[config.mk]
export PLATFORM = sky130hd
export DESIGN_NAME = mmiop_top
export DESIGN_NICKNAME = d
export VERILOG_FILES = /design/src/rtl/mmiop_pkg.sv /design/src/rtl/mmiop_pin_drive.sv /design/src/rtl/mmiop_sync.sv /design/src/rtl/mmiop_top.sv
export SDC_FILE = /design/constraint.sdc
export NUM_CORES = 1
export LEC_CHECK = 0
export BUFFER_PORTS_ARGS = -buffer_cell sky130_fd_sc_hd__buf_2
export CORE_ASPECT_RATIO = 0.8
export CORE_UTILIZATION = 52
export CTS_CLUSTER_DIAMETER = 40
export DETAILED_ROUTE_END_ITERATION = 6
export PLACE_DENSITY = 0.79
export RECOVER_POWER = 50
export SETUP_SLACK_MARGIN = 0.2
export SLEW_MARGIN = 20
export SYNTH_ARGS = -nofsm -noshare
export SYNTH_HDL_FRONTEND = slang
export SYNTH_SLANG_ARGS = --single-unit
[constraint.sdc]
create_clock -name clk_i -period 1.9 [get_ports clk_i]
set_input_delay 0.19 -clock clk_i [delete_from_list [all_inputs] [get_ports clk_i]]
set_output_delay 0.19 -clock clk_i [all_outputs]
set_load 0.05 [all_outputs]
[src/rtl/mmiop_pkg.sv]
// Shared constants, modes and helpers for the mode-muxed I/O ports A to D
// Behaviour
// - Expanded and test modes: direction strobe high on reads, low on writes.
// - Single chip mode holds the direction strobe low.
// - Port E and port G top two pins are inputs only, never driven.
// - Ports B and C are general I/O only in single chip and bootstrap.
// - At reset general inputs float; latches hold reset state; function follows mode.
// - Port A reads return pins; writes go to latches; drive only outputs.
// - Port A latch writes never alter a pin owned by an output compare.
// - Port A inputs after reset; direction bit rules when alternate function off.
// - Port A shares pins with timer accumulator, compares and captures.
// - Port B is general I/O in single chip, high address in expanded.
// - Port B pull-ups are switched by the pull-up assignment bit.
// - Ports B and C drive latches only in single chip or bootstrap.
// - Port C is the data bus in expanded and test modes, general I/O otherwise.
// - Port C reads give pin for inputs, latch for outputs.
// - Port C out of reset: inputs in single/boot, data bus otherwise.
// - Port C open drain: zero drives low, one floats, no pull-high.
// - Port C open drain only takes effect in single chip mode.
// - Port D pins 5 to 2 serve SPI, pins 1 and 0 the async link.
// - Port D reads give pin or latch; latch drives general outputs only.
// - SPI open-drain bit covers pins 5 to 2, async bit pins 1 and 0.
// - Port D open drain allowed in single chip or expanded mode.
package mmiop_pkg;

   // ------------------------------------------------------------
   // Widths and reset values
   // ------------------------------------------------------------
   localparam int PORT_W = 8;
   localparam logic [7:0] LATCH_RST = 8'h00;
   localparam logic [7:0] DIR_RST = 8'h00;
   localparam logic [7:0] ALL_ON = 8'hFF;
   localparam logic [7:0] ALL_OFF = 8'h00;

   // ------------------------------------------------------------
   // Port select codes on the write port
   // ------------------------------------------------------------
   localparam logic [1:0] SEL_TIMER = 2'h0;
   localparam logic [1:0] SEL_HIGH_ADDR = 2'h1;
   localparam logic [1:0] SEL_DATA_BUS = 2'h2;
   localparam logic [1:0] SEL_SERIAL = 2'h3;

   // ------------------------------------------------------------
   // Mode strap codes and settle count after reset release
   // ------------------------------------------------------------
   localparam logic [1:0] STRAP_BOOT = 2'h0;
   localparam logic [1:0] STRAP_TEST = 2'h1;
   localparam logic [1:0] STRAP_SINGLE = 2'h2;
   localparam logic [1:0] STRAP_EXPANDED = 2'h3;
   localparam logic [1:0] MODE_SETTLE = 2'h2;

   // ------------------------------------------------------------
   // Field positions
   // ------------------------------------------------------------
   localparam int CAP4_BIT = 3;
   localparam int PACC_BIT = 7;
   localparam int SPI_LO = 2;
   localparam int SPI_HI = 5;
   localparam int ASYNC_HI = 1;

   typedef enum logic [1:0] {
      MMIOP_SINGLE,
      MMIOP_EXPANDED,
      MMIOP_BOOT,
      MMIOP_TEST
   } mmiop_mode_t;

   // Strap decode, taken once after reset
   function automatic mmiop_mode_t decode_mode(input logic [1:0] strap);
      mmiop_mode_t m;
      if (strap == STRAP_BOOT) begin
         m = MMIOP_BOOT;
      end else if (strap == STRAP_TEST) begin
         m = MMIOP_TEST;
      end else if (strap == STRAP_SINGLE) begin
         m = MMIOP_SINGLE;
      end else begin
         m = MMIOP_EXPANDED;
      end
      return m;
   endfunction : decode_mode

   // Outputs read back the latch, inputs read the pin
   function automatic logic [7:0] readback(input logic [7:0] dir, input logic [7:0] latch,
                                           input logic [7:0] pin);
      return (dir & latch) | (~dir & pin);
   endfunction : readback

endpackage : mmiop_pkg

[src/rtl/mmiop_pin_drive.sv]
// Registered pin driver with per-bit open-drain option
`timescale 1ns/1ps
module mmiop_pin_drive #(
   parameter int W = 8
) (
   input wire logic clk_i,
   input wire logic arst_n_i,
   input wire logic [W-1:0] drive_i,
   input wire logic [W-1:0] level_i,
   input wire logic [W-1:0] open_drain_i,
   output logic [W-1:0] pin_o,
   output logic [W-1:0] oe_n_o
);
   // Open drain: a one turns the driver off rather than pulling high
   always_ff @(posedge clk_i or negedge arst_n_i) begin
      if (!arst_n_i) begin
         pin_o <= '0;
         oe_n_o <= '1;
      end else begin
         pin_o <= level_i;
         oe_n_o <= ~(drive_i & (~open_drain_i | ~level_i));
      end
   end
endmodule : mmiop_pin_drive

[src/rtl/mmiop_sync.sv]
// Two-stage synchroniser for pin-level inputs
`timescale 1ns/1ps
module mmiop_sync #(
   parameter int W = 8
) (
   input wire logic clk_i,
   input wire logic arst_n_i,
   input wire logic [W-1:0] async_i,
   output logic [W-1:0] sync_o
);
   logic [W-1:0] stage1;

   // First stage feeds only the second
   always_ff @(posedge clk_i or negedge arst_n_i) begin
      if (!arst_n_i) begin
         stage1 <= '0;
         sync_o <= '0;
      end else begin
         stage1 <= async_i;
         sync_o <= stage1;
      end
   end
endmodule : mmiop_sync

[src/rtl/mmiop_top.sv]
// Mode-muxed I/O ports A to D with read/write strobe
`timescale 1ns/1ps
module mmiop_top (
   input wire logic clk_i,
   input wire logic arst_n_i,
   input wire logic [1:0] mode_strap_i,
   input wire logic wr_strobe_i,
   input wire logic [1:0] wr_sel_i,
   input wire logic wr_dir_i,
   input wire logic [7:0] wr_data_i,
   input wire logic bus_read_i,
   input wire logic bus_write_i,
   input wire logic [7:0] bus_addr_hi_i,
   input wire logic [7:0] bus_wdata_i,
   output logic [7:0] bus_rdata_o,
   output logic rw_o,
   input wire logic [7:3] timer_oc_en_i,
   input wire logic [7:3] timer_oc_lvl_i,
   input wire logic capture_four_sel_i,
   output logic pulse_accum_input_o,
   output logic capture_four_input_o,
   output logic [2:0] capture_input_o,
   input wire logic [5:0] serial_alt_en_i,
   input wire logic [5:0] serial_alt_out_i,
   output logic [5:0] serial_alt_in_o,
   input wire logic bus_port_open_drain_i,
   input wire logic spi_pins_open_drain_i,
   input wire logic async_pins_open_drain_i,
   input wire logic pullup_assign_reg_i,
   output logic high_addr_pullup_en_o,
   input wire logic [7:0] timer_port_pin_i,
   output logic [7:0] timer_port_pin_o,
   output logic [7:0] timer_port_oe_n_o,
   input wire logic [7:0] high_addr_port_pin_i,
   output logic [7:0] high_addr_port_pin_o,
   output logic [7:0] high_addr_port_oe_n_o,
   input wire logic [7:0] data_bus_port_pin_i,
   output logic [7:0] data_bus_port_pin_o,
   output logic [7:0] data_bus_port_oe_n_o,
   input wire logic [7:0] serial_port_pin_i,
   output logic [7:0] serial_port_pin_o,
   output logic [7:0] serial_port_oe_n_o,
   input wire logic [7:0] input_only_e_i,
   input wire logic [1:0] input_only_g_i,
   output logic [7:0] input_only_e_rdata_o,
   output logic [1:0] input_only_g_rdata_o,
   output logic [7:0] timer_port_rdata_o,
   output logic [7:0] high_addr_rdata_o,
   output logic [7:0] data_bus_rdata_o,
   output logic [7:0] serial_rdata_o
);

   // ------------------------------------------------------------
   // Pin synchronisers
   // ------------------------------------------------------------
   logic [1:0] s_mode;
   logic [1:0] s_g;
   logic [7:0] s_e;
   logic [7:0] s_a;
   logic [7:0] s_b;
   logic [7:0] s_c;
   logic [7:0] s_d;

   // One bank for every pin that the port logic reads
   mmiop_sync #(.W(44)) u_sync (
      .clk_i(clk_i),
      .arst_n_i(arst_n_i),
      .async_i({mode_strap_i, input_only_g_i, input_only_e_i, timer_port_pin_i,
                high_addr_port_pin_i, data_bus_port_pin_i, serial_port_pin_i}),
      .sync_o({s_mode, s_g, s_e, s_a, s_b, s_c, s_d})
   );

   // ------------------------------------------------------------
   // Operating mode capture
   // ------------------------------------------------------------
   mmiop_pkg::mmiop_mode_t mode_q;
   logic [1:0] mode_wait;
   logic mode_done;

   // Straps sampled once, after the synchroniser has filled
   always_ff @(posedge clk_i or negedge arst_n_i) begin
      if (!arst_n_i) begin
         mode_q <= mmiop_pkg::MMIOP_SINGLE;
         mode_wait <= 2'h0;
         mode_done <= 1'b0;
      end else if (!mode_done) begin
         if (mode_wait == mmiop_pkg::MODE_SETTLE) begin
            mode_q <= mmiop_pkg::decode_mode(s_mode);
            mode_done <= 1'b1;
         end else begin
            mode_wait <= mode_wait + 2'h1;
         end
      end
   end

   logic gp_mode;
   logic bus_mode;
   logic single_mode;
   logic serial_od_ok;

   // Mode qualifiers
   assign single_mode = (mode_q == mmiop_pkg::MMIOP_SINGLE);
   assign gp_mode = single_mode || (mode_q == mmiop_pkg::MMIOP_BOOT);
   assign bus_mode = !gp_mode;
   assign serial_od_ok = single_mode || (mode_q == mmiop_pkg::MMIOP_EXPANDED);

   // ------------------------------------------------------------
   // Latches and directions
   // ------------------------------------------------------------
   logic [7:0] timer_port_latch;
   logic [7:0] high_addr_port_latch;
   logic [7:0] data_bus_port_latch;
   logic [7:0] serial_port_latch;
   logic [7:0] timer_port_direction;
   logic [7:0] high_addr_port_direction;
   logic [7:0] data_bus_port_direction;
   logic [7:0] serial_port_direction;

   // Data latches; written in every mode even when pins are not driven
   always_ff @(posedge clk_i or negedge arst_n_i) begin
      if (!arst_n_i) begin
         timer_port_latch <= mmiop_pkg::LATCH_RST;
         high_addr_port_latch <= mmiop_pkg::LATCH_RST;
         data_bus_port_latch <= mmiop_pkg::LATCH_RST;
         serial_port_latch <= mmiop_pkg::LATCH_RST;
      end else if (wr_strobe_i && !wr_dir_i) begin
         if (wr_sel_i == mmiop_pkg::SEL_TIMER) begin
            timer_port_latch <= wr_data_i;
         end else if (wr_sel_i == mmiop_pkg::SEL_HIGH_ADDR) begin
            high_addr_port_latch <= wr_data_i;
         end else if (wr_sel_i == mmiop_pkg::SEL_DATA_BUS) begin
            data_bus_port_latch <= wr_data_i;
         end else begin
            serial_port_latch <= wr_data_i;
         end
      end
   end

   // Direction bits, all inputs out of reset
   always_ff @(posedge clk_i or negedge arst_n_i) begin
      if (!arst_n_i) begin
         timer_port_direction <= mmiop_pkg::DIR_RST;
         high_addr_port_direction <= mmiop_pkg::DIR_RST;
         data_bus_port_direction <= mmiop_pkg::DIR_RST;
         serial_port_direction <= mmiop_pkg::DIR_RST;
      end else if (wr_strobe_i && wr_dir_i) begin
         if (wr_sel_i == mmiop_pkg::SEL_TIMER) begin
            timer_port_direction <= wr_data_i;
         end else if (wr_sel_i == mmiop_pkg::SEL_HIGH_ADDR) begin
            high_addr_port_direction <= wr_data_i;
         end else if (wr_sel_i == mmiop_pkg::SEL_DATA_BUS) begin
            data_bus_port_direction <= wr_data_i;
         end else begin
            serial_port_direction <= wr_data_i;
         end
      end
   end

   // ------------------------------------------------------------
   // Drive selection per port
   // ------------------------------------------------------------
   logic [7:0] a_alt;
   logic [7:0] a_drive;
   logic [7:0] a_level;
   logic [7:0] b_drive;
   logic [7:0] b_level;
   logic [7:0] c_drive;
   logic [7:0] c_level;
   logic [7:0] c_od;
   logic [7:0] d_alt;
   logic [7:0] d_drive;
   logic [7:0] d_level;
   logic [7:0] d_od;

   // Port A: compares own bits 7..3; capture four takes bit 3 away from them
   always_comb begin
      a_alt = {timer_oc_en_i, 3'h0};
      a_alt[mmiop_pkg::CAP4_BIT] = timer_oc_en_i[mmiop_pkg::CAP4_BIT] && !capture_four_sel_i;
      a_drive = a_alt | (~a_alt & timer_port_direction);
      a_level = (a_alt & {timer_oc_lvl_i, 3'h0}) | (~a_alt & timer_port_latch);
   end

   // Port B: address byte in bus modes, latch under direction otherwise
   always_comb begin
      if (bus_mode) begin
         b_drive = mmiop_pkg::ALL_ON;
         b_level = bus_addr_hi_i;
      end else begin
         b_drive = high_addr_port_direction;
         b_level = high_addr_port_latch;
      end
   end

   // Port C: data bus drives only during write cycles so reads can land
   always_comb begin
      if (bus_mode) begin
         c_drive = bus_write_i ? mmiop_pkg::ALL_ON : mmiop_pkg::ALL_OFF;
         c_level = bus_wdata_i;
         c_od = mmiop_pkg::ALL_OFF;
      end else begin
         c_drive = data_bus_port_direction;
         c_level = data_bus_port_latch;
         c_od = (bus_port_open_drain_i && single_mode) ? mmiop_pkg::ALL_ON
                                                        : mmiop_pkg::ALL_OFF;
      end
   end

   // Port D: a serial peripheral claims a pin while its enable is up
   always_comb begin
      d_alt = {2'h0, serial_alt_en_i};
      d_drive = d_alt | (~d_alt & serial_port_direction);
      d_level = (d_alt & {2'h0, serial_alt_out_i}) | (~d_alt & serial_port_latch);
      d_od = mmiop_pkg::ALL_OFF;
      d_od[mmiop_pkg::SPI_HI:mmiop_pkg::SPI_LO] = {4{spi_pins_open_drain_i && serial_od_ok}};
      d_od[mmiop_pkg::ASYNC_HI:0] = {2{async_pins_open_drain_i && serial_od_ok}};
   end

   // ------------------------------------------------------------
   // Pin drivers
   // ------------------------------------------------------------
   mmiop_pin_drive #(.W(mmiop_pkg::PORT_W)) u_drv_a (
      .clk_i(clk_i),
      .arst_n_i(arst_n_i),
      .drive_i(a_drive),
      .level_i(a_level),
      .open_drain_i(mmiop_pkg::ALL_OFF),
      .pin_o(timer_port_pin_o),
      .oe_n_o(timer_port_oe_n_o)
   );

   mmiop_pin_drive #(.W(mmiop_pkg::PORT_W)) u_drv_b (
      .clk_i(clk_i),
      .arst_n_i(arst_n_i),
      .drive_i(b_drive),
      .level_i(b_level),
      .open_drain_i(mmiop_pkg::ALL_OFF),
      .pin_o(high_addr_port_pin_o),
      .oe_n_o(high_addr_port_oe_n_o)
   );

   // Open drain here drops the pull-high half of the driver
   mmiop_pin_drive #(.W(mmiop_pkg::PORT_W)) u_drv_c (
      .clk_i(clk_i),
      .arst_n_i(arst_n_i),
      .drive_i(c_drive),
      .level_i(c_level),
      .open_drain_i(c_od),
      .pin_o(data_bus_port_pin_o),
      .oe_n_o(data_bus_port_oe_n_o)
   );

   mmiop_pin_drive #(.W(mmiop_pkg::PORT_W)) u_drv_d (
      .clk_i(clk_i),
      .arst_n_i(arst_n_i),
      .drive_i(d_drive),
      .level_i(d_level),
      .open_drain_i(d_od),
      .pin_o(serial_port_pin_o),
      .oe_n_o(serial_port_oe_n_o)
   );

   // ------------------------------------------------------------
   // Read-back, strobe and peripheral inputs
   // ------------------------------------------------------------
   // Registered read values; one cycle after the synchroniser
   always_ff @(posedge clk_i or negedge arst_n_i) begin
      if (!arst_n_i) begin
         timer_port_rdata_o <= mmiop_pkg::ALL_OFF;
         high_addr_rdata_o <= mmiop_pkg::ALL_OFF;
         data_bus_rdata_o <= mmiop_pkg::ALL_OFF;
         serial_rdata_o <= mmiop_pkg::ALL_OFF;
         bus_rdata_o <= mmiop_pkg::ALL_OFF;
         input_only_e_rdata_o <= mmiop_pkg::ALL_OFF;
         input_only_g_rdata_o <= 2'h0;
      end else begin
         timer_port_rdata_o <= s_a;
         high_addr_rdata_o <= s_b;
         data_bus_rdata_o <= mmiop_pkg::readback(data_bus_port_direction,
                                                 data_bus_port_latch, s_c);
         serial_rdata_o <= mmiop_pkg::readback(serial_port_direction,
                                               serial_port_latch, s_d);
         bus_rdata_o <= s_c;
         input_only_e_rdata_o <= s_e;
         input_only_g_rdata_o <= s_g;
      end
   end

   // Strobe and pull-up enable; pull-ups only matter while pins are general I/O
   always_ff @(posedge clk_i or negedge arst_n_i) begin
      if (!arst_n_i) begin
         rw_o <= 1'b0;
         high_addr_pullup_en_o <= 1'b0;
      end else begin
         rw_o <= bus_mode ? bus_read_i : 1'b0;
         high_addr_pullup_en_o <= pullup_assign_reg_i && gp_mode;
      end
   end

   // Timer and serial inputs see the synchronised pin levels
   always_ff @(posedge clk_i or negedge arst_n_i) begin
      if (!arst_n_i) begin
         pulse_accum_input_o <= 1'b0;
         capture_four_input_o <= 1'b0;
         capture_input_o <= 3'h0;
         serial_alt_in_o <= 6'h00;
      end else begin
         pulse_accum_input_o <= s_a[mmiop_pkg::PACC_BIT];
         capture_four_input_o <= s_a[mmiop_pkg::CAP4_BIT] && capture_four_sel_i;
         capture_input_o <= s_a[2:0];
         serial_alt_in_o <= s_d[5:0];
      end
   end

   // ------------------------------------------------------------
   // Assertions
   // ------------------------------------------------------------
   property p_rw_single;
      @(posedge clk_i) disable iff (!arst_n_i) single_mode |=> !rw_o;
   endproperty
   a_rw_single: assert property (p_rw_single) else $error("strobe not low in single chip");

   property p_rw_bus;
      @(posedge clk_i) disable iff (!arst_n_i) (bus_mode && $stable(mode_q)) |=> rw_o == $past(bus_read_i);
   endproperty
   a_rw_bus: assert property (p_rw_bus) else $error("strobe does not follow bus read");

   property p_a_read;
      @(posedge clk_i) disable iff (!arst_n_i) $past(mode_done, 3) |-> timer_port_rdata_o == $past(timer_port_pin_i, 3);
   endproperty
   a_a_read: assert property (p_a_read) else $error("port A read is not pin level");

   property p_a_compare;
      @(posedge clk_i) disable iff (!arst_n_i) timer_oc_en_i[6] |=> timer_port_pin_o[6] == $past(timer_oc_lvl_i[6]) && !timer_port_oe_n_o[6];
   endproperty
   a_a_compare: assert property (p_a_compare) else $error("compare pin follows latch");

   property p_a_input;
      @(posedge clk_i) disable iff (!arst_n_i) (timer_oc_en_i == 5'h00 && timer_port_direction == mmiop_pkg::DIR_RST) |=> timer_port_oe_n_o == mmiop_pkg::ALL_ON;
   endproperty
   a_a_input: assert property (p_a_input) else $error("port A input pin driven");

   property p_c_bus_idle;
      @(posedge clk_i) disable iff (!arst_n_i) (bus_mode && !bus_write_i) |=> data_bus_port_oe_n_o == mmiop_pkg::ALL_ON;
   endproperty
   a_c_bus_idle: assert property (p_c_bus_idle) else $error("port C driven outside write");

   property p_c_od;
      @(posedge clk_i) disable iff (!arst_n_i) (single_mode && bus_port_open_drain_i) |=> (~data_bus_port_oe_n_o & data_bus_port_pin_o) == mmiop_pkg::ALL_OFF;
   endproperty
   a_c_od: assert property (p_c_od) else $error("port C open drain drove high");

   property p_c_read;
      @(posedge clk_i) disable iff (!arst_n_i) ##1 data_bus_rdata_o == (($past(data_bus_port_direction) & $past(data_bus_port_latch)) | (~$past(data_bus_port_direction) & $past(s_c)));
   endproperty
   a_c_read: assert property (p_c_read) else $error("port C read-back wrong");

   property p_d_od;
      @(posedge clk_i) disable iff (!arst_n_i) (spi_pins_open_drain_i && serial_od_ok) |=> (~serial_port_oe_n_o[5:2] & serial_port_pin_o[5:2]) == 4'h0;
   endproperty
   a_d_od: assert property (p_d_od) else $error("SPI pins open drain drove high");

endmodule : mmiop_top

==> results.py <==
metrics = {
    "yosys": {
        "synth-seq-cells": 280,
        "syn_area_per_cell_um2": 18.4,
        "ys_types": 28,
        "synth_area_leader_cell": "dfrtp_1",
        "syn_area_um2": 8850,
        "ys_dominant_reg_cell": "dfrtp_1",
        "yosysTopAreaCellShare_pct": 70.1,
        "yosysWarnings": 0,
        "ys_seq_area_share_pct": 79.6,
        "synth_fp_nets": 589,
        "synthCells": 482,
        "async_flop_share_pct": 100,
        "ys_top_cells_by_area": "dfrtp_1 (70%), mux2_2 (13%), dfstp_2 (9.5%)",
        "synth-edff-count": 0,
    },
    "critical_path": {
        "critPathMaxFanout": 1,
        "cpMaxStageDelayCell": "dfstp_2",
        "crit_type": "reg2out",
        "r2r_cells": 4,
        "r2r-end": "u_drv_d.oe_n_o[0]",
        "cp-start-kind": "register",
        "startpoint": "u_drv_b.oe_n_o[2]",
        "critical_path_buf_inv_count": 1,
        "cp.arrival_ns": 1.35,
        "worst-path-stages": 1,
        "path_delay_family": "flip-flops",
        "cp.required_ns": 1.71,
        "max_stage_delay_ns": 0.55,
        "r2r_start": "mode_q[1]",
        "r2r_setup_slack_ns": 0.40,
        "crit_path_end_kind": "output port",
        "setup.worst_path.end": "high_addr_port_oe_n_o[2]",
        "cp_cell_sequence": "buf_2",
    },
    "hold_path": {
        "min_path_type": "in2reg",
    },
    "die": {
        "die-area_um2": 17600,
        "fp.dieH_um": 119,
        "fp.dieW_um": 148,
        "initial_core_util_pct": 53.3,
        "fp-row-count": 42,
        "coreArea_um2": 16600,
        "ios": 230,
    },
    "sta": {
        "fin_worst_skew_ns": 0.0133,
        "slew_viol_final": 0,
        "hold_viol": 0,
        "rsz0062_at_grt": "no",
        "tightest_slew_ns": 0.991,
        "slew_headroom_pct": 33.9,
        "setup_violations": 0,
        "min_period_over_period_pct": 80.9,
        "max_clock_freq_mhz": 651,
        "setup_tns_ns": 0,
        "fin_crit_ns": 1.54,
    },
    "pwr": {
        "switching_share_pct": 29.7,
        "internal_power_uw": 11400,
        "p_comb_share_pct": 18.2,
        "power.net_switching_uw": 4820,
        "total_power_uw": 16200,
        "vdd_drop_max_v": 0.000977,
        "power_leakage_uw": 0.00580,
        "power_frac_clock_pct": 36.9,
        "seqPwrFrac_pct": 44.9,
        "power_density_nw_per_um2": 1330,
    },
    "global_routing": {
        "grt_remaining_overflow": 0,
        "grt_max_degree": 76,
        "grt_pass1_wl_mm": 32.1,
        "grt_pass1_vias": 5953,
        "antenna_found_initial": 0,
        "grtUsageTotal_pct": 24.4,
    },
    "finish": {
        "final_nets": 938,
        "drive_above_1_share_pct": 50.9,
        "layout_common_cells": "dfrtp_1 (248), buf_2 (224), mux2_2 (100)",
        "diodes": 0,
        "area_growth_pct": 38.3,
        "fin_area_um2": 12200,
        "final_common_cell": "dfrtp_1",
    },
    "clock_network": {
        "cts-hold-fix-buffers": 87,
        "post_cts_buffers": 0,
        "htreeDepth": 1,
        "cts_tree": "built",
        "clock_sinks": 280,
        "ctsLongestPathBuffers": 3,
        "cts-root-buf": "clkbuf_16",
        "cts_buffers": 31,
        "cts_resized": 0,
        "path_clk_slew_ns": 0.06,
        "clk_latency_ns": 0.54,
    },
    "drt": {
        "drtAntennaViolNets": 0,
        "routed-via-count": 5268,
        "first_pass_iters": 4,
        "first_iter_violations": 178,
        "wl_per_cell_um": 19.1,
        "wl_mm": 20.5,
        "drc_errors": 0,
        "vias_per_cell": 4.90,
    },
    "placement": {
        "placed_area_um2": 10400,
        "gp_congestion": 0.797,
        "port-buffer-count": 229,
        "dp_hpwl_mm": 12.2,
    },
    "run_status": {
        "status": "finished clean",
    },
    "job": {
        "drv_cap": 0,
    },
}
-- synthesized netlist by cell type, types with 2 or more instances --
cell      instances
nand2_1          11
dfstp_2          32
mux2_4            8
mux2_2          100
a31oi_1           8
ha_1              4
nor2_1           13
clkbuf_1          4
buf_4             6
dfrtp_1         248
inv_1             9
nand3_1           2
nand2b_1          9
nor2b_1           3
o21ai_0           8
buf_2             3
and2_1            3
-- cell type report --
class,instances,area [µm²]
Sequential cell,280,7050
Fill cell,997,4360
Timing Repair Buffer,331,2150
Multi-Input combinational cell,178,1690
Clock buffer,43,861
Tap cell,220,275
Clock inverter,14,185
Inverter,9,33.8
-- cells by family after synthesis --
logic type                 share of synthesized area (%)
AOI/OAI and AO/OA                                   1.02
adders and majority gates                          0.565
and+or+nand+nor                                     3.26
xor gates and xnor gates                          0.0989
muxes                                               14.1
buffers and inverters                               1.40
DFF                                                 79.6
-- how the worst min path moves through the flow --
stage | slack, ns | from | endpoint | cells after the start
5_1_grt | 0.08 | async_pins_open_drain_i | u_drv_d.oe_n_o[1] | 4
3_5_place_dp | 0.08 | arst_n_i | input_only_e_rdata_o[6] | 1
6_report | 0.04 | async_pins_open_drain_i | u_drv_d.oe_n_o[1] | 4
2_1_floorplan | -0.11 | arst_n_i | bus_rdata_o[0] | 0
4_1_cts | 0.03 | async_pins_open_drain_i | u_drv_d.oe_n_o[1] | 4
3_3_place_gp | 0.08 | arst_n_i | capture_input_o[1] | 1
-- flip-flops by register name, summed over array words and instances (netlist names), 8 cells and up --
register                  flops
data_bus_port_latch           8
high_addr_port_direction      8
input_only_e_rdata_o          8
u_drv_d.pin_o                 8
serial_port_direction         8
u_sync.stage1                44
u_drv_b.oe_n_o                8
timer_port_direction          8
high_addr_port_latch          8
u_drv_d.oe_n_o                8
u_drv_b.pin_o                 8
serial_port_latch             8
data_bus_port_direction       8
bus_rdata_o                   8
timer_port_latch              8
high_addr_rdata_o             8
u_sync.sync_o                44
u_drv_c.oe_n_o                8
u_drv_a.pin_o                 8
serial_rdata_o                8
u_drv_a.oe_n_o                8
u_drv_c.pin_o                 8
data_bus_rdata_o              8
-- through the flow --
stage	cells	util (%)	hold slack [ns]	setup WS (ns)
2_1_floorplan	482	-	-0.106	0.238
3_3_place_gp	931	62.3	0.0766	0.233
3_5_place_dp	931	62.3	0.0848	0.166
4_1_cts	1075	73.9	0.0270	0.345
5_1_grt	1075	73.7	0.0840	0.258
6_report	1075	73.7	0.0424	0.364
-- per-layer routing --
layer	part of all wire, %	track usage, %	wire length [µm]	up-vias
li1	-	-	-	2312
met1	40	30.1	8160	2720
met2	52	44.1	10800	196
met3	5.6	4.86	1140	40
met4	2.2	6.12	459	0
met5	0	0	0	-
-- power groups by stage --
stage	Combinational, µW	Sequential, µW	Clock, µW
floorplan	668	8580	0
global placement	2740	7310	0
detailed placement	2810	7350	0
CTS	2970	7260	6090
global route	3100	7360	6370
finish	2960	7280	5990
Note: power is estimated with default switching activity, not from simulation.
